--- src/pwco_pkg.sv ---
// Constants, register map and state types for the polling wake and clock-out block
// Operation
// - Wake action field, bits 7:6, picks the mode entered after a polling event.
// - Action 00: signal unmaskable polling interrupt, stay powered down.
// - Action 01: signal unmaskable interrupt, wake and start oscillator or buffer.
// - Action 10: power up to receive; interrupt at event when enabled.
// - Action 11: power up, launch configured receive command once settled; interrupt guaranteed (here a power-down before the launch drops it).
// - Bits 5:4 select receive channel like the frequency selection flags.
// - Bit 3 picks wakeup search at 0, preamble detection at 1.
// - Bits 2:1 select gain step and switch like the gain flags.
// - Bit 0 set replaces frequency, kind and gain flags before launch.
// - When flags are replaced, the sub-command group flag is forced to 1.
// - Writing 1 to clock control bit 7 requests calibration; it reads zero.
// - Calibration runs only with polling timer and oscillator running, else ignored.
// - Bit 6 reads 1 while a calibration is in progress.
// - Bit 5 sets the wake tick to 1 ms or 16 ms.
// - Clock out codes 000..100 give reference, halves, quarter, eighth, four times chip clock.
// - External buffer enable bit 1 acts jointly with oscillator disable bit 0.
// - Wake period is wake count value plus one, times the wake tick.
// - Flag register records events since last read and clears on read.
// - Buffer/oscillator pair decodes to oscillator, both off, always-on reference, external buffer.
// - Clock out codes 101, 110, 111 give twice chip clock, chip clock, bit clock.
package pwco_pkg;

  // Register offsets
  localparam logic [7:0] ADDR_IRQ_EN = 8'h14;
  localparam logic [7:0] ADDR_IRQ_FLAG = 8'h15;
  localparam logic [7:0] ADDR_WAKE_CNT = 8'h16;
  localparam logic [7:0] ADDR_POLL_ACT = 8'h17;
  localparam logic [7:0] ADDR_CLK_CON = 8'h18;

  // Reset values
  localparam logic [7:0] RST_POLL_ACT = 8'h00;
  localparam logic [5:0] RST_CLK_CTL = 6'h04;
  localparam logic [7:0] RST_WAKE_CNT = 8'hFF;

  // Field positions
  localparam int POLL_IRQ_BIT = 3;
  localparam int ACT_MODE_HI = 7;
  localparam int ACT_MODE_LO = 6;
  localparam int ACT_FREQ_HI = 5;
  localparam int ACT_FREQ_LO = 4;
  localparam int ACT_CMD_BIT = 3;
  localparam int ACT_GAIN_HI = 2;
  localparam int ACT_GAIN_LO = 1;
  localparam int ACT_OVR_BIT = 0;
  localparam int CON_KICK_BIT = 7;
  localparam int CON_BUSY_BIT = 6;
  localparam int CTL_LONG_BIT = 5;
  localparam int CTL_SEL_HI = 4;
  localparam int CTL_SEL_LO = 2;
  localparam int CTL_BUF_BIT = 1;
  localparam int CTL_XOD_BIT = 0;

  // Wake action codes
  localparam logic [1:0] ACT_SLEEP = 2'h0;
  localparam logic [1:0] ACT_OSC = 2'h1;
  localparam logic [1:0] ACT_RX = 2'h2;
  localparam logic [1:0] ACT_RX_CMD = 2'h3;

  // Buffer/oscillator pair codes
  localparam logic [1:0] XO_BOTH_OFF = 2'h1;
  localparam logic [1:0] XO_EXT_BUF = 2'h3;

  // Timing
  localparam int MCLK_PERIOD_NS = 50;
  localparam int WAKE_TICK_NS = 1000000;
  localparam int TICK_CYCLES = (WAKE_TICK_NS + MCLK_PERIOD_NS - 1) / MCLK_PERIOD_NS;
  localparam logic [3:0] LONG_TICK_LAST = 4'hF;
  localparam logic [7:0] CAL_LAST = 8'h3F;
  localparam int PRE_W = 16;

  typedef enum logic [1:0] {
    ST_IDLE = 2'b00,
    ST_WAIT_RX = 2'b01,
    ST_LAUNCH = 2'b10
  } pwco_state_t;

endpackage

--- src/pwco_poll_wake.sv ---
// Polling timer wake action, calibration request and clock connection control
`timescale 1ns/1ps
`default_nettype none
module pwco_poll_wake #(
  parameter int TICK_CYCLES = pwco_pkg::TICK_CYCLES
) (
  // Clock and reset
  input wire logic mclk,
  input wire logic rstn,
  // Register port from the serial interface decoder
  input wire logic [7:0] regAddr,
  input wire logic regWrite,
  input wire logic regRead,
  input wire logic [7:0] regWdata,
  output logic [7:0] regRdata,
  // Status from surrounding logic
  input wire logic pollTimerEn,
  input wire logic oscStable,
  input wire logic rxReady,
  input wire logic enterPowerDown,
  // Wake and power control
  output logic pollIrq,
  output logic awake,
  output logic oscEnable,
  output logic extBufEnable,
  output logic refClkAlways,
  output logic rxPowerUp,
  // Receive command launch
  output logic rxLaunch,
  output logic rxFlagsLoad,
  output logic [5:0] rxFlags,
  // Clock out and calibration
  output logic [2:0] clkOutSel,
  output logic calRun
);

  typedef struct packed {
    logic [7:0] pollAct;
    logic [5:0] clkCtl;
    logic [7:0] wakeCnt;
    logic irqEn;
    logic pollFlag;
    logic [pwco_pkg::PRE_W-1:0] pre;
    logic [3:0] sub;
    logic [7:0] wcnt;
    logic [7:0] calCnt;
    logic calOn;
    pwco_pkg::pwco_state_t state;
    logic awake;
    logic oscEn;
    logic extBuf;
    logic refAlways;
    logic rxPwr;
    logic rxLaunch;
    logic rxFlagsLoad;
    logic [5:0] rxFlags;
    logic pollIrq;
    logic [7:0] rdata;
    logic [2:0] clkOutSel;
    logic oscS1;
    logic oscS2;
  } pwco_regs_t;

  pwco_regs_t s_q;
  pwco_regs_t s_d;

  logic [1:0] mode;
  logic [1:0] xoPair;
  logic tick;
  logic wakeTick;
  logic pollEvent;
  logic wrAct;
  logic wrCon;
  logic calKick;

  assign mode = s_q.pollAct[pwco_pkg::ACT_MODE_HI:pwco_pkg::ACT_MODE_LO];
  assign xoPair = {s_q.clkCtl[pwco_pkg::CTL_BUF_BIT], s_q.clkCtl[pwco_pkg::CTL_XOD_BIT]};
  assign tick = pollTimerEn && (s_q.pre == pwco_pkg::PRE_W'(TICK_CYCLES - 1));
  // Long range stretches each tick over sixteen base ticks
  assign wakeTick = tick && (!s_q.clkCtl[pwco_pkg::CTL_LONG_BIT] || s_q.sub == pwco_pkg::LONG_TICK_LAST);
  assign pollEvent = wakeTick && (s_q.wcnt == s_q.wakeCnt);
  assign wrAct = regWrite && (regAddr == pwco_pkg::ADDR_POLL_ACT);
  assign wrCon = regWrite && (regAddr == pwco_pkg::ADDR_CLK_CON);
  assign calKick = wrCon && regWdata[pwco_pkg::CON_KICK_BIT];

  always_comb
  begin
    s_d = s_q;
    s_d.pollIrq = 1'b0;
    s_d.rxLaunch = 1'b0;
    s_d.rxFlagsLoad = 1'b0;
    // Oscillator status is asynchronous, so two flops come before any use
    s_d.oscS1 = oscStable;
    s_d.oscS2 = s_q.oscS1;

    // Register writes
    if (wrAct)
    begin
      s_d.pollAct = regWdata;
    end
    // Kick bit is a strobe; only the low six bits are stored
    if (wrCon)
    begin
      s_d.clkCtl = regWdata[pwco_pkg::CTL_LONG_BIT:0];
    end
    if (regWrite && regAddr == pwco_pkg::ADDR_WAKE_CNT)
    begin
      s_d.wakeCnt = regWdata;
    end
    if (regWrite && regAddr == pwco_pkg::ADDR_IRQ_EN)
    begin
      s_d.irqEn = regWdata[pwco_pkg::POLL_IRQ_BIT];
    end

    // Register reads
    if (regRead)
    begin
      case (regAddr)
        pwco_pkg::ADDR_IRQ_EN:
        begin
          s_d.rdata = 8'h00;
          s_d.rdata[pwco_pkg::POLL_IRQ_BIT] = s_q.irqEn;
        end
        pwco_pkg::ADDR_IRQ_FLAG:
        begin
          s_d.rdata = 8'h00;
          s_d.rdata[pwco_pkg::POLL_IRQ_BIT] = s_q.pollFlag;
        end
        pwco_pkg::ADDR_WAKE_CNT: s_d.rdata = s_q.wakeCnt;
        pwco_pkg::ADDR_POLL_ACT: s_d.rdata = s_q.pollAct;
        pwco_pkg::ADDR_CLK_CON:
        begin
          s_d.rdata = 8'(s_q.clkCtl);
          s_d.rdata[pwco_pkg::CON_KICK_BIT] = 1'b0;
          s_d.rdata[pwco_pkg::CON_BUSY_BIT] = s_q.calOn;
        end
        default: s_d.rdata = 8'h00;
      endcase
      if (regAddr == pwco_pkg::ADDR_IRQ_FLAG)
      begin
        s_d.pollFlag = 1'b0;
      end
    end

    // Event set wins over a clear-on-read in the same cycle, in every state
    if (pollEvent)
    begin
      s_d.pollFlag = 1'b1;
    end

    // Polling timer: free running while enabled, restarts after each event
    if (!pollTimerEn)
    begin
      s_d.pre = '0;
      s_d.sub = 4'h0;
      s_d.wcnt = 8'h00;
    end
    else if (tick)
    begin
      s_d.pre = '0;
      s_d.sub = s_q.sub + 4'h1;
      if (wakeTick)
      begin
        s_d.sub = 4'h0;
        s_d.wcnt = pollEvent ? 8'h00 : s_q.wcnt + 8'h01;
      end
    end
    else
    begin
      s_d.pre = s_q.pre + pwco_pkg::PRE_W'(1);
    end

    // Calibration request is dropped unless timer and oscillator run
    if (s_q.calOn)
    begin
      s_d.calCnt = s_q.calCnt + 8'h01;
      if (s_q.calCnt == pwco_pkg::CAL_LAST)
      begin
        s_d.calOn = 1'b0;
      end
    end
    else if (calKick && pollTimerEn && s_q.oscEn && s_q.oscS2)
    begin
      s_d.calOn = 1'b1;
      s_d.calCnt = 8'h00;
    end

    // Power-down aborts a pending launch; an event in the same cycle still wakes only from idle
    if (enterPowerDown)
    begin
      s_d.awake = 1'b0;
      s_d.rxPwr = 1'b0;
      s_d.state = pwco_pkg::ST_IDLE;
    end

    // Wake action sequence
    case (s_q.state)
      pwco_pkg::ST_IDLE:
      begin
        if (pollEvent)
        begin
          case (mode)
            pwco_pkg::ACT_SLEEP:
            begin
              s_d.pollIrq = 1'b1;
            end
            pwco_pkg::ACT_OSC:
            begin
              s_d.pollIrq = 1'b1;
              s_d.awake = 1'b1;
            end
            pwco_pkg::ACT_RX:
            begin
              s_d.pollIrq = s_q.irqEn;
              s_d.awake = 1'b1;
              s_d.rxPwr = 1'b1;
            end
            pwco_pkg::ACT_RX_CMD:
            begin
              s_d.awake = 1'b1;
              s_d.rxPwr = 1'b1;
              s_d.state = pwco_pkg::ST_WAIT_RX;
            end
            default:
            begin
              s_d.state = pwco_pkg::ST_IDLE;
            end
          endcase
        end
      end
      pwco_pkg::ST_WAIT_RX:
      begin
        if (rxReady && !enterPowerDown)
        begin
          s_d.state = pwco_pkg::ST_LAUNCH;
          // Flags overwritten one cycle ahead of the launch strobe
          if (s_q.pollAct[pwco_pkg::ACT_OVR_BIT])
          begin
            s_d.rxFlagsLoad = 1'b1;
            s_d.rxFlags = {s_q.pollAct[pwco_pkg::ACT_FREQ_LO], s_q.pollAct[pwco_pkg::ACT_FREQ_HI],
              s_q.pollAct[pwco_pkg::ACT_CMD_BIT],
              1'b1,
              s_q.pollAct[pwco_pkg::ACT_GAIN_LO], s_q.pollAct[pwco_pkg::ACT_GAIN_HI]};
          end
        end
      end
      pwco_pkg::ST_LAUNCH:
      begin
        if (!enterPowerDown)
        begin
          // Launch carries the one interrupt of the sequence; a power-down before it drops the interrupt
          s_d.rxLaunch = 1'b1;
          s_d.pollIrq = 1'b1;
          s_d.state = pwco_pkg::ST_IDLE;
        end
      end
      default:
      begin
        s_d.state = pwco_pkg::ST_IDLE;
      end
    endcase

    // Clock source decode from the buffer/oscillator pair
    s_d.oscEn = s_d.awake && xoPair != pwco_pkg::XO_BOTH_OFF && xoPair != pwco_pkg::XO_EXT_BUF;
    s_d.extBuf = s_d.awake && xoPair == pwco_pkg::XO_EXT_BUF;
    s_d.refAlways = s_q.clkCtl[pwco_pkg::CTL_BUF_BIT];
    s_d.clkOutSel = s_q.clkCtl[pwco_pkg::CTL_SEL_HI:pwco_pkg::CTL_SEL_LO];
  end

  always_ff @(posedge mclk)
  begin
    if (!rstn)
    begin
      s_q <= '0;
      s_q.pollAct <= pwco_pkg::RST_POLL_ACT;
      s_q.clkCtl <= pwco_pkg::RST_CLK_CTL;
      s_q.wakeCnt <= pwco_pkg::RST_WAKE_CNT;
      s_q.state <= pwco_pkg::ST_IDLE;
      s_q.awake <= 1'b1;
      s_q.oscEn <= 1'b1;
      s_q.clkOutSel <= pwco_pkg::RST_CLK_CTL[pwco_pkg::CTL_SEL_HI:pwco_pkg::CTL_SEL_LO];
    end
    else
    begin
      s_q <= s_d;
    end
  end

  assign regRdata = s_q.rdata;
  assign pollIrq = s_q.pollIrq;
  assign awake = s_q.awake;
  assign oscEnable = s_q.oscEn;
  assign extBufEnable = s_q.extBuf;
  assign refClkAlways = s_q.refAlways;
  assign rxPowerUp = s_q.rxPwr;
  assign rxLaunch = s_q.rxLaunch;
  assign rxFlagsLoad = s_q.rxFlagsLoad;
  assign rxFlags = s_q.rxFlags;
  assign clkOutSel = s_q.clkOutSel;
  assign calRun = s_q.calOn;

endmodule
`default_nettype wire

--- config.mk ---
export PLATFORM = sky130hd
export DESIGN_NAME = pwco_poll_wake
export DESIGN_NICKNAME = d
export VERILOG_FILES = /design/src/pwco_pkg.sv /design/src/pwco_poll_wake.sv
export SDC_FILE = /design/constraint.sdc
export NUM_CORES = 1
export LEC_CHECK = 0
export ABC_AREA = 1
export BUFFER_PORTS_ARGS = -buffer_cell sky130_fd_sc_hd__buf_4
export CAP_MARGIN = 30
export CORE_ASPECT_RATIO = 1.4
export CORE_UTILIZATION = 58
export DETAILED_ROUTE_END_ITERATION = 7
export PLACE_DENSITY = 0.79
export SYNTH_ARGS = -nofsm -noshare
export SYNTH_HDL_FRONTEND = slang
export SYNTH_SLANG_ARGS = --single-unit
--- constraint.sdc ---
create_clock -name mclk -period 2.01 [get_ports mclk]
set_input_delay 0.1005 -clock mclk [delete_from_list [all_inputs] [get_ports mclk]]
set_output_delay 0.1005 -clock mclk [all_outputs]
set_load 0.01 [all_outputs]
# Yosys cells after proc, flatten, opt, wreduce, memory -nomap -nowiden
# Cells that the tools add are included.
dict set report word_totals {
  ff_bits 90
  in_bits 24
  output_inout_bits 26
  word_cells 106
}
dict set report classes {
  n_addsub 4
  eq_ne 17
  n_mux 26
  bitwise 2
  n_reduce_logical 33
}
# operator count
set op_table {}
lappend op_table {{== test 8 x 5 -> 1 bit (second input constant)} 5}
lappend op_table {{case mux 8 bit (5 select lines)} 1}
lappend op_table {{two-way mux 9 bit} 2}
lappend op_table {{adder 16 x 1 -> 16 bit (second input constant)} 1}
lappend op_table {{adder 8 x 1 -> 8 bit (second input constant)} 2}
lappend op_table {{== test 16 x 15 -> 1 bit (second input constant)} 1}
lappend op_table {{logical AND 1 bit} 15}
lappend op_table {{two-way mux 1 bit} 12}
lappend op_table {{two-way mux 12 bit} 1}
lappend op_table {{== test 2 bit (second input constant)} 4}
lappend op_table {{== test 8 x 6 -> 1 bit (second input constant)} 1}
lappend op_table {{== test 8 bit} 1}
lappend op_table {{two-way mux 8 bit} 1}
lappend op_table {{AND reduction 2 bit} 4}
lappend op_table {{two-way mux 7 bit} 1}
lappend op_table {{two-way mux 2 bit} 3}
lappend op_table {{two-way mux 3 bit} 2}
lappend op_table {{case mux 2 bit (3 select lines)} 1}
lappend op_table {{AND reduction 3 bit} 2}
lappend op_table {{nonzero test 2 bit} 3}
lappend op_table {{OR reduction 3 bit} 2}
lappend op_table {{adder 4 x 1 -> 4 bit (second input constant)} 1}
lappend op_table {{== test 2 x 1 -> 1 bit (second input constant)} 2}
lappend op_table {{== test 4 bit (second input constant)} 1}
lappend op_table {{8 further kinds} 13}

# Longest topological paths before layout
dict set report logic_depth {
  word_depth 8
  ltp_mapped 11
  mapped_depth_nobuf 11
}

# Worst setup path before layout
# No wires, ideal clock.
dict set report synth_path {
  path_type {reg-to-reg}
  start {reg s_q[50] (netlist bit)}
  end {reg s_q[40] (netlist bit)}
  setup_time_ns 0.114
  arrival_time_ns 1.340
  slack_ns 0.556
  path_stages_with_launch 11
  cell_sequence {dfxtp_1 > ha_1 > nand2_1 > nor2_2 > nand3b_1 > nor2_4 > nand2_2 > nor2_4 > nand2_2 > nand2_2 > nor2_1}
}
dict set report synth_via {
  elab_chain_cells 5
  elab_cells_between_ends 6
  classes_between {eq/ne: 1; mux: 1; reduce/logical: 4}
}
# item line
set synth_lines {}
lappend synth_lines {{from (decl)} pwco_poll_wake.sv:64} ;# pwco_regs_t s_q;
lappend synth_lines {{== test 16 x 15 -> 1 bit *} pwco_poll_wake.sv:78} ;# assign tick = pollTimerEn && (s_q.pre == pwco_pkg::PRE_W'(TICK_CYCLES - 1));
lappend synth_lines {{logical AND 1 bit *} pwco_poll_wake.sv:78}
lappend synth_lines {{logical AND 1 bit} pwco_poll_wake.sv:80} ;# assign wakeTick = tick && (!s_q.clkCtl[pwco_pkg::CTL_LONG_BIT] || s_q.sub == pwco_pkg::LONG_TICK_LAST);
lappend synth_lines {{logical AND 1 bit} pwco_poll_wake.sv:81} ;# assign pollEvent = wakeTick && (s_q.wcnt == s_q.wakeCnt);
lappend synth_lines {{two-way mux 8 bit} pwco_poll_wake.sv:165} ;# s_d.wcnt = pollEvent ? 8'h00 : s_q.wcnt + 8'h01;
# Every way passes the cells marked *; elsewhere a longest branch is shown, timed or not.
# A chain may end at the register's enable or synchronous reset.

# Worst setup path after layout
dict set report layout_path {
  start {reg s_q[50] (netlist bit)}
  end {reg s_q[41] (netlist bit)}
}
# Same word-level chain as after synthesis.

==> qor.txt <==
STATUS
------------------------------------------------------------------------------------
Status ................................................................ finished, final reports clean

CLOCK TREE
------------------------------------------------------------------------------------
Post-CTS setup buffers ................................................            0
Number of buffers created by CTS ......................................            9
Post_cts resized ......................................................            0
Buffer depth of the longest clock path ................................            2
Clock sink count ......................................................           90
Number of buffers inserted for hold repair after clock tree synthesis .           10
Max H-tree Level ......................................................            3
Root Driver ........................................................... sky130_fd_sc_hd__clkbuf_8
Register clock-pin slew on the reported worst setup and hold paths ....      0.08 ns
Clock tree from TritonCTS .............................................          yes
Clock latency reported for the late side of the worst-skew pair .......      0.37 ns

POWER
------------------------------------------------------------------------------------
Relative contribution of the clock network to total power .............        0.373
Switching part of the total power .....................................        0.241
Power per standard cell area ..........................................  640 nW/um^2
Seq pwr share .........................................................        0.571
Static leakage ........................................................      2.13 nW
Logic pwr share .......................................................        0.056
Switching component of the power ......................................   0.000758 W
Internal Power ........................................................    0.00239 W
Max rail drop VDD .....................................................     0.569 mV

GLOBAL ROUTE
------------------------------------------------------------------------------------
Via count of the first global-routing pass ............................        3,609
Total global routing overflow .........................................            0
Total routing resource utilization after global routing ...............        0.266
Antenna violations before repair ......................................            0
Global-route wire length before repair ................................ 15,800 microns
Pin count of the biggest net entering global routing ..................           38

STA
------------------------------------------------------------------------------------
Count of endpoints failing setup in the final report ..................            0
Worst slew margin .....................................................        0.452
Fin crit period .......................................................      1.70 ns
Setup TNS .............................................................         0 ns
Worst Max-Slew Pin Slew ...............................................     0.821 ns
Min setup slack post-route ............................................     0.307 ns
Highest achievable clock rate .........................................      587 MHz
Final clock period utilization by the worst path ......................        0.847
RSZ-0062 raised after global routing ..................................        false
Number of max-slew violations in the final report .....................            0
Final hold vios .......................................................            0
Largest clock skew in the final design ................................   0.00952 ns

PLACED DESIGN
------------------------------------------------------------------------------------
Hpwl dp ............................................................... 7190 microns
Port buffer count .....................................................           49
Cell count after placement ............................................          710
Post-place setup slack ................................................     0.341 ns
Final GP Congestion ...................................................        0.853

CRITICAL PATH
------------------------------------------------------------------------------------
Cell mode on critical path ............................................ sky130_fd_sc_hd__nand2_2
Critical Path Stages ..................................................           10
Crit path max fanout ..................................................            6
Family of cells with the greatest summed delay on the critical path ... simple AND/OR/NAND/NOR gates
Buffers and inverters on the worst path ...............................            0
Cell breakdown of the critical path ................................... ha_1 > nand2_1 > nor2_2 > nand3b_1 > nor2_4 > nand2_2 > nor2_4 > nand2_2 > nand2_2 > nor2_1
Worst EP required .....................................................      2.27 ns
Worst Setup Start Kind ................................................    flip-flop
Setup crit end kind ...................................................    flip-flop
Category of the critical setup timing path ............................   reg -> reg
Length in cells of the worst reg-to-reg path ..........................           10
Arrival @ worst endpoint ..............................................      1.96 ns
Worst stage delay on the critical path ................................      0.36 ns
Cell with the largest stage delay on the worst path ................... sky130_fd_sc_hd__dfxtp_1

LOGIC SYNTHESIS
------------------------------------------------------------------------------------
Cells after Synth .....................................................          591
Most instantiated flip-flop cell in the synthesis netlist ............. sky130_fd_sc_hd__dfxtp_1
Share of Yosys cell area claimed by the top area cell type ............        0.417
Ys async rst share ....................................................            0
Avg Cell Area, Syn ....................................................   7.31 sq um
Number of enable flip-flop cells after synthesis ......................            0
Net count after synthesis .............................................          619
Top area cells in the synthesized netlist ............................. sky130_fd_sc_hd__dfxtp_1, sky130_fd_sc_hd__nand2_1, sky130_fd_sc_hd__inv_1, sky130_fd_sc_hd__a21oi_1, sky130_fd_sc_hd__o21ai_0
Number of distinct library cells after synthesis ......................           35
Fraction of the yosys area taken by sequential cells ..................        0.417
Dominant cell type by area after synthesis ............................ sky130_fd_sc_hd__dfxtp_1
Synthesis-stage register bit count ....................................           90
Area of the mapped netlist ............................................   4320 sq um
Syn. warnings .........................................................            0

FINISH
------------------------------------------------------------------------------------
Net count of the finished layout ......................................          664
Fill cells ............................................................          598
Area growth from synthesis to layout ..................................        13.7%
Fraction of final layout cells sized beyond drive strength 1 ..........        0.168
Share of the core filled with cells ...................................        0.695
Seq. cell area ........................................................   1800 sq um
Cell Count, Final, Fillers Out ........................................          736
Final antenna diode count .............................................            0
Multi-input gate area in the final layout .............................   2010 sq um

FLOORPLANNING
------------------------------------------------------------------------------------
Core region area ......................................................   7070 sq um
Starting density of the core ..........................................        0.611
Die extent in x ....................................................... 74.9 microns
Die Outline Area ......................................................   7800 sq um
Floorplan die height ..................................................  104 microns
I/O pin count .........................................................           50
Std cell rows .........................................................           36

ROUTE
------------------------------------------------------------------------------------
Post-detailed-route wirelength per cell ............................... 13.1 microns
Antenna Nets Post-Route ...............................................            0
Initial DRC count .....................................................          245
Number of vias per cell after detailed routing ........................         5.19
Drt total wl .......................................................... 9670 microns
Number of design rule violations left after detail routing ............            0
1st-pass router iterations ............................................            5
Via count .............................................................        3,821

HOLD PATH
------------------------------------------------------------------------------------
Class of the most critical hold timing path ...........................    in -> reg
Cell depth of the worst min-delay path ................................            4

JOB
------------------------------------------------------------------------------------
Number of max-cap violations ..........................................            0

==> cell families after synthesis <==
logic type      synth area share
compound gates             0.136
buf+inv                    0.118
fa+ha+maj                 0.0116
xor+xnor                 0.00811
simple gates               0.309
flops                      0.417
==> synth_stat cells (7+ instances only) <==
master                    number
sky130_fd_sc_hd__o21ai_1       7
sky130_fd_sc_hd__nand2_1     109
sky130_fd_sc_hd__nand3_1      46
sky130_fd_sc_hd__buf_4        19
sky130_fd_sc_hd__a21oi_1      55
sky130_fd_sc_hd__nor3_1        8
sky130_fd_sc_hd__nand2_2       8
sky130_fd_sc_hd__nor2_1       61
sky130_fd_sc_hd__o21ai_0      47
sky130_fd_sc_hd__inv_1        77
sky130_fd_sc_hd__dfxtp_1      90
==> cell usage in the layout, fill, tap and decap left out, types with 3 or more instances in the layout <==
master / n
sky130_fd_sc_hd__nor2_2: 4
sky130_fd_sc_hd__a21oi_1: 55
sky130_fd_sc_hd__xor2_1: 4
sky130_fd_sc_hd__nand3b_1: 3
sky130_fd_sc_hd__nor3_1: 8
sky130_fd_sc_hd__nor2_1: 61
sky130_fd_sc_hd__nand3_1: 46
sky130_fd_sc_hd__ha_1: 4
sky130_fd_sc_hd__dlygate4sd3_1: 10
sky130_fd_sc_hd__buf_4: 52
sky130_fd_sc_hd__inv_1: 77
sky130_fd_sc_hd__dfxtp_1: 90
sky130_fd_sc_hd__nor2_4: 3
sky130_fd_sc_hd__nand4_1: 5
sky130_fd_sc_hd__nor3b_1: 3
sky130_fd_sc_hd__o21ai_0: 47
sky130_fd_sc_hd__o21ai_1: 7
sky130_fd_sc_hd__clkbuf_8: 11
sky130_fd_sc_hd__nand2_2: 8
sky130_fd_sc_hd__nor3_4: 5
sky130_fd_sc_hd__nand2_1: 109
sky130_fd_sc_hd__inv_2: 5
==> per-stage QoR <==
stage	cell area, sq um	total power, W	hold slack, ns
after global routing	4910	0.00326	0.0538
final	4910	0.00314	0.0375
after detailed placement	4620	0.00200	0.298
after global placement	4620	0.00199	0.292
after CTS	4910	0.00318	0.0237
after floorplan	4320	0.00192	0.198
==> cell type report <==
class | instances | area share
Clock buffer | 11 | 0.0308
Clock inverter | 5 | 0.00739
Inverter | 82 | 0.0627
Multi-Input combinational cell | 391 | 0.408
Sequential cell | 90 | 0.367
Tap cell | 95 | 0.0242
Timing Repair Buffer | 62 | 0.0998
==> sequential cells by signal, summed over array words and instances (netlist names), 2 cells and up <==
signal,flops
clkOutSel,3
mode,2
regRdata,8
rxFlags,6
s_d,5
s_q,57
==> power groups by stage <==
stage	combinational, W	clock [W]	sequential, W
3_3_place_gp	0.000157	0	0.00184
3_5_place_dp	0.000159	0	0.00184
2_1_floorplan	0.0000860	0	0.00184
4_1_cts	0.000175	0.00121	0.00180
5_1_grt	0.000191	0.00127	0.00180
6_report	0.000176	0.00117	0.00179
==> worst register-to-register path, cell delays in order, from the launching register on <==
cell                       delay (ns)
sky130_fd_sc_hd__dfxtp_1         0.36
sky130_fd_sc_hd__ha_1            0.20
sky130_fd_sc_hd__nand2_1         0.09
sky130_fd_sc_hd__nor2_2          0.11
sky130_fd_sc_hd__nand3b_1        0.13
sky130_fd_sc_hd__nor2_4          0.15
sky130_fd_sc_hd__nand2_2         0.10
sky130_fd_sc_hd__nor2_4          0.18
sky130_fd_sc_hd__nand2_2         0.11
sky130_fd_sc_hd__nand2_2         0.13
sky130_fd_sc_hd__nor2_1          0.06
==> worst paths after layout <==
| kind | slack [ns] | to | from |
|---|---|---|---|
| max | 0.31 | s_q[41] | s_q[50] |
| min | 0.04 | s_q[27] | rxReady |
| max reg2reg | 0.31 | s_q[41] | s_q[50] |
| min reg2reg | 0.43 | s_q[0] | s_d[0] |
==> metal layers <==
layer / track usage / share of wire / up-vias
li1: - / - / 1971
met5: 0 / 0 / -
met1: 0.293 / 0.42 / 1759
met3: 0.0484 / 0.028 / 17
met2: 0.474 / 0.53 / 74
met4: 0.123 / 0.024 / 0
Power figures use the tool's default switching activity.
